===== src/hdl/sarseq_pkg.sv =====
package sarseq_pkg;
	// ==========================================
	// Register indices (byte address is four times the index).
	localparam logic [7:0] IDX_CONTROL = 8'h1f;
	localparam logic [7:0] IDX_ANALOG_CFG = 8'h9f;
	localparam logic [7:0] IDX_RESULT_HIGH = 8'h1e;
	localparam logic [7:0] IDX_RESULT_LOW = 8'h9e;
	localparam logic [7:0] IDX_PORT_DATA = 8'h05;
	localparam logic [7:0] IDX_PIN_DIR = 8'h85;
	localparam logic [7:0] IDX_ANALOG_MASK = 8'ha0;
	localparam logic [7:0] IDX_STATUS = 8'ha1;
	// ==========================================
	// Field positions and reset values.
	localparam int CTL_POWER = 0;
	localparam int CTL_RESV = 1;
	localparam int CTL_RUN = 2;
	localparam int CTL_CHS_LO = 3;
	localparam int CTL_CLK_LO = 6;
	localparam int CFG_JUSTIFY = 7;
	localparam int STAT_DONE = 0;
	localparam logic [7:0] CONTROL_RST = 8'h00;
	localparam logic [7:0] ANALOG_CFG_RST = 8'h00;
	localparam logic [7:0] PIN_DIR_RST = 8'hff;
	localparam logic [7:0] ANALOG_MASK_RST = 8'hff;
	localparam logic [7:0] CFG_WMASK = 8'h8f;
	// ==========================================
	// Clock source codes and timing counts.
	localparam logic [1:0] CLK_DIV2 = 2'h0;
	localparam logic [1:0] CLK_DIV8 = 2'h1;
	localparam logic [1:0] CLK_DIV32 = 2'h2;
	localparam logic [1:0] CLK_RC = 2'h3;
	localparam logic [4:0] DIV2_LAST = 5'h01;
	localparam logic [4:0] DIV8_LAST = 5'h07;
	localparam logic [4:0] DIV32_LAST = 5'h1f;
	localparam logic [2:0] TCY_CLKS = 3'h4;
	localparam logic [3:0] RESULT_MSB = 4'h9;
	localparam logic [9:0] SAR_FIRST = 10'h200;
	localparam logic [1:0] POST_TADS = 2'h2;
	localparam logic [3:0] TOTAL_TADS = 4'hc;
	localparam logic [1:0] RESP_OKAY = 2'h0;
	localparam logic [1:0] RESP_SLVERR = 2'h2;
	// ==========================================
	// Sequencer states.
	typedef enum logic [2:0] {
		ST_IDLE,
		ST_START,
		ST_SETUP,
		ST_BITS,
		ST_POST
	} sarseq_state_type;
endpackage


===== src/hdl/sarseq_top.sv =====
// Design decision made here: register access over AXI4-Lite.
`timescale 1ns/10ps
`default_nettype none
// Functional notes
// - Clock select 00/01/10 give core clock /2, /8, /32; 11 picks RC clock.
// - Writing one to run while powered starts a conversion; bit reads one meanwhile.
// - At conversion end result loads, run clears and done flag sets together.
// - Power bit one runs the converter; zero shuts it off.
// - Control bit 1 reads zero; all other control bits reset to zero.
// - Each conversion yields a ten-bit value by successive approximation.
// - A conversion takes at least twelve bit periods.
// - Two bit periods pass after a conversion with hold capacitor disconnected.
// - The RC bit period is typically 4 us, between 2 and 6 us.
// - Conversions continue during sleep when the RC clock is selected.
// - Port reads return zero on every analog-configured pin.
// - An analog pin driven as output converts its own driven level.
// - Three-bit channel field selects among eight inputs, five on small packages.
// - Clearing run mid-conversion aborts and keeps the previous result.
// - Result is left or right justified in sixteen bits, zero filled.
// - With RC clock, start waits one instruction cycle first.
// - Sleep with a non-RC clock aborts and powers down; power bit stays.
module sarseq_top
	import sarseq_pkg::*;
#(
	parameter int ADDR_W = 12,
	parameter int CHANNELS = 8
)
(
	input wire logic clk,
	input wire logic rstn,
	input wire logic clk_en,
	input wire logic [ADDR_W-1:0] s_axi_awaddr,
	input wire logic s_axi_awvalid,
	output logic s_axi_awready,
	input wire logic [31:0] s_axi_wdata,
	input wire logic [3:0] s_axi_wstrb,
	input wire logic s_axi_wvalid,
	output logic s_axi_wready,
	output logic [1:0] s_axi_bresp,
	output logic s_axi_bvalid,
	input wire logic s_axi_bready,
	input wire logic [ADDR_W-1:0] s_axi_araddr,
	input wire logic s_axi_arvalid,
	output logic s_axi_arready,
	output logic [31:0] s_axi_rdata,
	output logic [1:0] s_axi_rresp,
	output logic s_axi_rvalid,
	input wire logic s_axi_rready,
	input wire logic sleep_mode,
	input wire logic rc_osc,
	input wire logic cmp_above,
	input wire logic [7:0] pin_in,
	output logic [7:0] pin_out,
	output logic [7:0] pin_oe,
	output logic [2:0] channel_select,
	output logic hold_connect,
	output logic analog_on,
	output logic [9:0] dac_code,
	output logic conversion_done_flag
);
	// ==========================================
	// Register bus.
	logic aw_held_r, w_held_r, bvalid_r, rvalid_r;
	logic [7:0] aw_idx_r, wdata_r;
	logic wstrb_r;
	logic [1:0] bresp_r, rresp_r;
	logic [31:0] rdata_r;
	logic [7:0] ctrl_r, cfg_r, res_hi_r, res_lo_r, port_lat_r, dir_r, amask_r;
	logic done_r;

	function automatic logic is_mapped(input logic [7:0] idx);
		is_mapped = (idx == IDX_CONTROL) || (idx == IDX_ANALOG_CFG) ||
			(idx == IDX_RESULT_HIGH) || (idx == IDX_RESULT_LOW) ||
			(idx == IDX_PORT_DATA) || (idx == IDX_PIN_DIR) ||
			(idx == IDX_ANALOG_MASK) || (idx == IDX_STATUS);
	endfunction

	wire aw_hs = s_axi_awvalid && s_axi_awready;
	wire w_hs = s_axi_wvalid && s_axi_wready;
	wire ar_hs = s_axi_arvalid && s_axi_arready;
	wire do_write = aw_held_r && w_held_r && !bvalid_r;
	wire wr_ok = do_write && is_mapped(aw_idx_r) && wstrb_r;
	wire wr_ctrl = wr_ok && (aw_idx_r == IDX_CONTROL);
	wire wr_res = wr_ok && ((aw_idx_r == IDX_RESULT_HIGH) || (aw_idx_r == IDX_RESULT_LOW));
	wire wr_stat = wr_ok && (aw_idx_r == IDX_STATUS);
	wire [7:0] ar_idx = s_axi_araddr[9:2];

	assign s_axi_awready = !aw_held_r && !bvalid_r;
	assign s_axi_wready = !w_held_r && !bvalid_r;
	assign s_axi_arready = !rvalid_r;
	assign s_axi_bvalid = bvalid_r;
	assign s_axi_bresp = bresp_r;
	assign s_axi_rvalid = rvalid_r;
	assign s_axi_rdata = rdata_r;
	assign s_axi_rresp = rresp_r;

	// ==========================================
	// Pin inputs pass three flops; a level counts once stages two and three agree.
	logic [7:0] pin_s1_r, pin_s2_r, pin_s3_r, pin_val_r;
	logic rc_s1_r, rc_s2_r, rc_s3_r, rc_val_r;
	wire rc_edge = (rc_s2_r == rc_s3_r) && rc_s3_r && !rc_val_r;

	wire [7:0] port_read = pin_val_r & ~amask_r;
	logic [7:0] rd_mux;
	always_comb
	begin
		case (ar_idx)
			IDX_CONTROL: rd_mux = ctrl_r;
			IDX_ANALOG_CFG: rd_mux = cfg_r;
			IDX_RESULT_HIGH: rd_mux = res_hi_r;
			IDX_RESULT_LOW: rd_mux = res_lo_r;
			IDX_PORT_DATA: rd_mux = port_read;
			IDX_PIN_DIR: rd_mux = dir_r;
			IDX_ANALOG_MASK: rd_mux = amask_r;
			IDX_STATUS: rd_mux = {7'h00, done_r};
			default: rd_mux = 8'h00;
		endcase
	end

	// ==========================================
	// Bit-period generation and sequencer.
	sarseq_state_type state_r, state_nxt;
	logic [4:0] div_cnt_r;
	logic [2:0] tcy_cnt_r;
	logic [3:0] bit_idx_r;
	logic [1:0] post_cnt_r;
	logic [9:0] sar_r;
	logic analog_on_r;
	logic [3:0] tad_seen_r;

	wire [1:0] clk_sel = ctrl_r[CTL_CLK_LO +: 2];
	wire power = ctrl_r[CTL_POWER];
	wire run = ctrl_r[CTL_RUN];
	wire rc_sel = (clk_sel == CLK_RC);
	wire [4:0] div_last = (clk_sel == CLK_DIV2) ? DIV2_LAST :
		(clk_sel == CLK_DIV8) ? DIV8_LAST : DIV32_LAST;
	wire div_tick = (div_cnt_r == div_last);
	// The RC period comes from outside, so its 2 to 6 us spread sets the bit period.
	wire tad_tick = rc_sel ? rc_edge : div_tick;
	wire tcy_done = (tcy_cnt_r == TCY_CLKS);
	// Only a non-RC clock is stopped by sleep; the RC source keeps converting.
	wire kill = sleep_mode && !rc_sel && power;
	wire converting = (state_r == ST_START) || (state_r == ST_SETUP) || (state_r == ST_BITS);
	wire abort = converting && (!run || kill || !power);
	// Losing power skips the post wait, since the converter is already off.
	sarseq_state_type abort_to;
	assign abort_to = power ? ST_POST : ST_IDLE;
	wire conv_end = (state_r == ST_BITS) && tad_tick && (bit_idx_r == 4'h0) && !abort;
	wire [9:0] sar_final = {sar_r[9:1], cmp_above};
	wire [15:0] end_pair = cfg_r[CFG_JUSTIFY] ? {6'h00, sar_final} : {sar_final, 6'h00};

	always_comb
	begin
		state_nxt = state_r;
		case (state_r)
			ST_IDLE:
				if (power && run && !kill)
					state_nxt = ST_START;
			ST_START:
				if (abort)
					state_nxt = abort_to;
				else if (tcy_done && tad_tick)
					state_nxt = ST_SETUP;
			ST_SETUP:
				if (abort)
					state_nxt = abort_to;
				else if (tad_tick)
					state_nxt = ST_BITS;
			ST_BITS:
				if (abort)
					state_nxt = abort_to;
				else if (conv_end)
					state_nxt = ST_POST;
			ST_POST:
				if (!power || kill || (tad_tick && post_cnt_r == POST_TADS - 2'h1))
					state_nxt = ST_IDLE;
			default: state_nxt = ST_IDLE;
		endcase
	end

	// Software may set run only while powered; hardware clearing wins at conversion end.
	logic [7:0] ctrl_nxt;
	always_comb
	begin
		ctrl_nxt = ctrl_r;
		if (wr_ctrl)
		begin
			ctrl_nxt = wdata_r;
			ctrl_nxt[CTL_RUN] = wdata_r[CTL_RUN] && power;
		end
		if (conv_end || kill || !power)
			ctrl_nxt[CTL_RUN] = 1'b0;
		ctrl_nxt[CTL_RESV] = 1'b0;
	end

	assign pin_out = port_lat_r;
	// A pin that drives keeps feeding its own level into the analog mux.
	assign pin_oe = ~dir_r;
	assign channel_select = ctrl_r[CTL_CHS_LO +: 3];
	assign hold_connect = analog_on_r && (state_r == ST_IDLE);
	assign analog_on = analog_on_r;
	assign dac_code = sar_r;
	assign conversion_done_flag = done_r;

	// ==========================================
	// Clocked state.
	always_ff @(posedge clk or negedge rstn)
	begin
		if (!rstn)
		begin
			aw_held_r <= 1'b0;
			w_held_r <= 1'b0;
			aw_idx_r <= 8'h00;
			wdata_r <= 8'h00;
			wstrb_r <= 1'b0;
			bvalid_r <= 1'b0;
			bresp_r <= RESP_OKAY;
			rvalid_r <= 1'b0;
			rdata_r <= 32'h0000_0000;
			rresp_r <= RESP_OKAY;
		end
		else if (clk_en)
		begin
			if (aw_hs)
			begin
				aw_held_r <= 1'b1;
				aw_idx_r <= s_axi_awaddr[9:2];
			end
			if (w_hs)
			begin
				w_held_r <= 1'b1;
				wdata_r <= s_axi_wdata[7:0];
				wstrb_r <= s_axi_wstrb[0];
			end
			if (do_write)
			begin
				aw_held_r <= 1'b0;
				w_held_r <= 1'b0;
				bvalid_r <= 1'b1;
				bresp_r <= is_mapped(aw_idx_r) ? RESP_OKAY : RESP_SLVERR;
			end
			else if (bvalid_r && s_axi_bready)
				bvalid_r <= 1'b0;
			if (ar_hs)
			begin
				rvalid_r <= 1'b1;
				rdata_r <= {24'h00_0000, rd_mux};
				rresp_r <= is_mapped(ar_idx) ? RESP_OKAY : RESP_SLVERR;
			end
			else if (rvalid_r && s_axi_rready)
				rvalid_r <= 1'b0;
		end
	end

	always_ff @(posedge clk or negedge rstn)
	begin
		if (!rstn)
		begin
			ctrl_r <= CONTROL_RST;
			cfg_r <= ANALOG_CFG_RST;
			res_hi_r <= 8'h00;
			res_lo_r <= 8'h00;
			port_lat_r <= 8'h00;
			dir_r <= PIN_DIR_RST;
			amask_r <= ANALOG_MASK_RST;
			done_r <= 1'b0;
		end
		else if (clk_en)
		begin
			ctrl_r <= ctrl_nxt;
			if (wr_ok && aw_idx_r == IDX_ANALOG_CFG)
				cfg_r <= wdata_r & CFG_WMASK;
			if (wr_ok && aw_idx_r == IDX_PORT_DATA)
				port_lat_r <= wdata_r;
			if (wr_ok && aw_idx_r == IDX_PIN_DIR)
				dir_r <= wdata_r;
			if (wr_ok && aw_idx_r == IDX_ANALOG_MASK)
				amask_r <= wdata_r;
			// The result pair moves on a finished conversion or a software write, never on an abort.
			if (conv_end)
			begin
				res_hi_r <= end_pair[15:8];
				res_lo_r <= end_pair[7:0];
			end
			else if (wr_res && aw_idx_r == IDX_RESULT_HIGH)
				res_hi_r <= wdata_r;
			else if (wr_res)
				res_lo_r <= wdata_r;
			// A completion in the same cycle as a software clear keeps the flag set.
			if (conv_end)
				done_r <= 1'b1;
			else if (wr_stat)
				done_r <= wdata_r[STAT_DONE];
		end
	end

	always_ff @(posedge clk or negedge rstn)
	begin
		if (!rstn)
		begin
			pin_s1_r <= 8'h00;
			pin_s2_r <= 8'h00;
			pin_s3_r <= 8'h00;
			pin_val_r <= 8'h00;
			rc_s1_r <= 1'b0;
			rc_s2_r <= 1'b0;
			rc_s3_r <= 1'b0;
			rc_val_r <= 1'b0;
		end
		else if (clk_en)
		begin
			pin_s1_r <= pin_in;
			pin_s2_r <= pin_s1_r;
			pin_s3_r <= pin_s2_r;
			pin_val_r <= (pin_val_r & (pin_s2_r ^ pin_s3_r)) | (pin_s3_r & ~(pin_s2_r ^ pin_s3_r));
			rc_s1_r <= rc_osc;
			rc_s2_r <= rc_s1_r;
			rc_s3_r <= rc_s2_r;
			if (rc_s2_r == rc_s3_r)
				rc_val_r <= rc_s3_r;
		end
	end

	always_ff @(posedge clk or negedge rstn)
	begin
		if (!rstn)
		begin
			state_r <= ST_IDLE;
			div_cnt_r <= 5'h00;
			tcy_cnt_r <= 3'h0;
			bit_idx_r <= 4'h0;
			post_cnt_r <= 2'h0;
			sar_r <= 10'h000;
			analog_on_r <= 1'b0;
			tad_seen_r <= 4'h0;
		end
		else if (clk_en)
		begin
			state_r <= state_nxt;
			analog_on_r <= power && !kill;
			div_cnt_r <= (state_r == ST_IDLE || div_tick) ? 5'h00 : div_cnt_r + 5'h01;
			tcy_cnt_r <= (state_r != ST_START) ? 3'h0 : (tcy_done ? tcy_cnt_r : tcy_cnt_r + 3'h1);
			post_cnt_r <= (state_r != ST_POST) ? 2'h0 : (tad_tick ? post_cnt_r + 2'h1 : post_cnt_r);
			// Ticks seen while the start wait still runs are not bit periods.
			tad_seen_r <= (state_r == ST_IDLE || (state_r == ST_START && !tcy_done)) ? 4'h0 :
				(tad_tick ? tad_seen_r + 4'h1 : tad_seen_r);
			if (state_r == ST_SETUP && tad_tick)
			begin
				sar_r <= SAR_FIRST;
				bit_idx_r <= RESULT_MSB;
			end
			else if (state_r == ST_BITS && tad_tick)
			begin
				sar_r[bit_idx_r] <= cmp_above;
				if (bit_idx_r != 4'h0)
				begin
					sar_r[bit_idx_r - 4'h1] <= 1'b1;
					bit_idx_r <= bit_idx_r - 4'h1;
				end
			end
		end
	end
endmodule
`default_nettype wire


===== config.mk =====
export PLATFORM = sky130hd
export DESIGN_NAME = sarseq_top
export DESIGN_NICKNAME = d
export VERILOG_FILES = /design/src/hdl/sarseq_pkg.sv /design/src/hdl/sarseq_top.sv
export SDC_FILE = /design/constraint.sdc
export NUM_CORES = 1
export LEC_CHECK = 0
export BUFFER_PORTS_ARGS = -buffer_cell sky130_fd_sc_hd__buf_2
export CORE_MARGIN = 2
export CORE_UTILIZATION = 55
export DETAILED_ROUTE_END_ITERATION = 6
export GPL_TIMING_DRIVEN = 0
export PLACE_DENSITY = 0.88
export SLEW_MARGIN = 20
export SYNTH_ARGS = -nofsm -noshare
export SYNTH_HDL_FRONTEND = slang
export SYNTH_SLANG_ARGS = --single-unit

===== constraint.sdc =====
create_clock -name clk -period 2.7 [get_ports clk]
set_input_delay 0.405 -clock clk [delete_from_list [all_inputs] [get_ports clk]]
set_output_delay 0.405 -clock clk [all_outputs]
set_load 0.05 [all_outputs]

==> results.md <==
- Peak supply drop: 0.0005085 V
- Largest area contributor in the netlist: dfrtp_1
- Final Max Slew Viols: 0
- Die Wd: 121.5 um
- CP Capture Type: flop
- Fillers: 1023
- Commonest cells post-synth: dfrtp_1, nand2_1, mux2_2, o21ai_0, nor2_1
- Number of DRC markers in iteration 0: 503
- R2R setup slack: 250 ps
- Share of cells above drive strength 1: 30.41%
- Synth top area share: 43.48%
- Hold WC Path Type: input port to flop
- Largest register FFs: 10
- Wire length on met2: 8410 um
- Num rows: 42
- Syn-to-layout area delta: 17.80%
- Antenna Nets Post-Route: 0
- Synth area leaders: dfrtp_1, mux2_2, dfstp_2
- Detail Route met3 WL: ~1500 um
- Final WS setup: around 250 ps
- Reg-to-Reg Start: bit_idx_r[0]
- Worst setup path endpoint: res_hi_r[5]
- Fin crit share: between 90% and 100%
- Critical Path AT: approximately 2800 ps
- Total track usage: ~26%
- Final hold violation count: 0
- TritonCTS Buffers: 17
- Clk pin slew, worst setup/hold paths: around 60 ps
- Leakage: approximately 4.3 nW
- Distinct cells, synth: 64
- Root cell of the clock tree: clkbuf_16
- Detailed Routing Iterations Pass 1: 5
- Achievable Freq: roughly 410 MHz
- CP max FO: 10
- # IOs: approximately 150
- Crit path kind: flop to flop
- Final WL: ~18000 um
- PwrDens: 745.1 nW/um^2
- EDFF count, synth: 0
- Diodes inserted: 0
- Shortest period the worst path allows: about 2400 ps
- Gr ovfl total: 0
- Sequential-to-total area share from yosys stat: between 40 and 50%
- Layout Skew: between 6 and 7 ps
- Hpwl dp: between 10000 and 15000 um
- Post-Layout Cell Count: 1054
- Avg Inst Size Synth: around 10 um^2
- IO Port Bufs: 89
- Synth warn: 0
- Normalized max-slew margin: between 40% and 50%
- Async SR Flop Fraction: 100.0%
- Initial Util: between 50% and 60%
- Initial antenna violation count: 0
- Status: complete, no violations
- Worst Setup SP: bit_idx_r[0]
- CP startpoint kind: flop
- Clock Path Buffers: 2
- DP Cell Count: ~1000
- Top sig layer: met4
- Setup-failing EPs final: 0
- CTS Sinks: between 100 and 150
- R2R cell count: 10
- #FFs+latches synth: 148
- Pre-CTS WS: -2.952 ps
- MaxCap Viol Count: 0
- Setup TNS: 0 ps
- Htree depth: 4
- First-pass GRT wire length: about 29000 um
- Tightest Pin Transition: between 800 and 900 ps
- Number of global-route vias before repair: roughly 5800
- Most frequent cell after synthesis: dfrtp_1
- Metal-1 WL: roughly 7700 um
- # nets final: 954
- Total Die Area: roughly 15000 um^2
- Gp weighted congestion: 0.9353
- Core ar.: between 10000 and 15000 um^2
- Clock Latency Late Sink: 430 ps
- Syn Inst Count: 730
- CTS tree: done
- Worst EP required: approximately 3000 ps
- Critical R2R Capture: res_hi_r[5]
- Mapped cell area: ~7600 um^2
- Largest net degree at the start of global routing: between 70 and 80
- Chip height: about 120 um
- Residual DRC: 0
- Main flop type after synthesis: dfrtp_1
- Via count: approximately 6200
- WL/cell: roughly 17 um
- RSZ-0062 raised after global routing: false
- Power Total: between 6 and 7 mW
- Via/cell ratio: a little under 6
## worst min path at each step
stage	start	end	slack (ps)	depth (start not counted)
final	s_axi_wstrb[0]	wstrb_r	190	3
after global routing	s_axi_wstrb[0]	wstrb_r	180	3
after CTS	s_axi_wstrb[0]	wstrb_r	180	3
after detailed placement	rstn	tcy_cnt_r[0]	430	1
after global placement	res_lo_r[7]	res_lo_r[7]	460	2
after floorplan	rstn	asynchronous set/reset pin	110	0
## critical path, stage by stage (launching register included)
cell	delay, ps
dfrtp_1	430
inv_1	140
ha_1	160
buf_4	160
inv_1	140
nor3_4	250
and3_2	300
buf_2	200
and3b_1	280
a22oi_1	90
o21ai_0	200
## layout make-up
class                           instances  area, um^2  share of cell area, %
Multi-Input combinational cell        513        3491                  39.00
Sequential cell                       148        3724                  41.60
Buffer                                 70       394.1                  4.404
Timing Repair Buffer                   91       493.0                  5.508
Inverter                               24       90.09                  1.007
Tap cell                              176       220.2                  2.461
Clock inverter                         10       83.83                 0.9367
Clock buffer                           22       454.2                  5.075
## through the flow
stage	cell area, um^2	utilization (%)	hold slack [ps]
CTS	8942	66.99	179.0
global route	8950	67.05	184.9
detailed placement	8394	62.89	427.4
global placement	8357	62.61	457.8
floorplan	7691	-	109.4
finish	8950	67.05	189.6
## per-layer routing
metal	vias up	GRT usage (%)
li1	2839	-
met1	2989	34.44
met2	286	40.13
met3	49	6.133
met4	0	11.21
met5	-	0
## layout by cell type (no fill, tap or decap), drive strengths merged, types with 5 or more instances in the layout
cell    instances
and2            6
and4            7
a22o            5
ha             10
nor3            5
conb           26
nand2          83
a221oi          5
and3           14
inv            24
o22ai           8
a32oi           6
nand3          14
o21bai          5
clkbuf         48
dfrtp         132
a211oi         10
nor2           37
buf           134
clkinv          7
mux2           79
dfstp          16
and3b           5
o21ai          59
nand2b         10
a21oi          33
a22oi           8
nor2b          11
mux2i          12
## cells by family (layout without fill, tap and decap cells)
family          Yosys count  after routing  synth area share [%]
mux                      91             91                 13.29
other cells               1             26               0.04936
fa+ha+maj                11             11                 1.779
buf+inv                  94            217                 6.373
compound gates          172            172                 14.89
flops                   148            148                 49.01
xor+xnor                  1              1                0.1153
simple gates            212            212                 14.49
## where the power goes
group,internal [mW],switching (mW)
combinational,0.591,0.868
clock,1.28,0.899
sequential,2.57,0.457
total,4.45,2.22
## timing repair
item | in CTS | in global routing
endpoints found under the setup margin | 0 | 4
endpoints found under the hold margin | 73 | 0
gates resized for setup | 0 | 2
buffers inserted | 0 | 0
hold buffers | 1 | 0
Note: power is estimated with default switching activity, not from simulation.
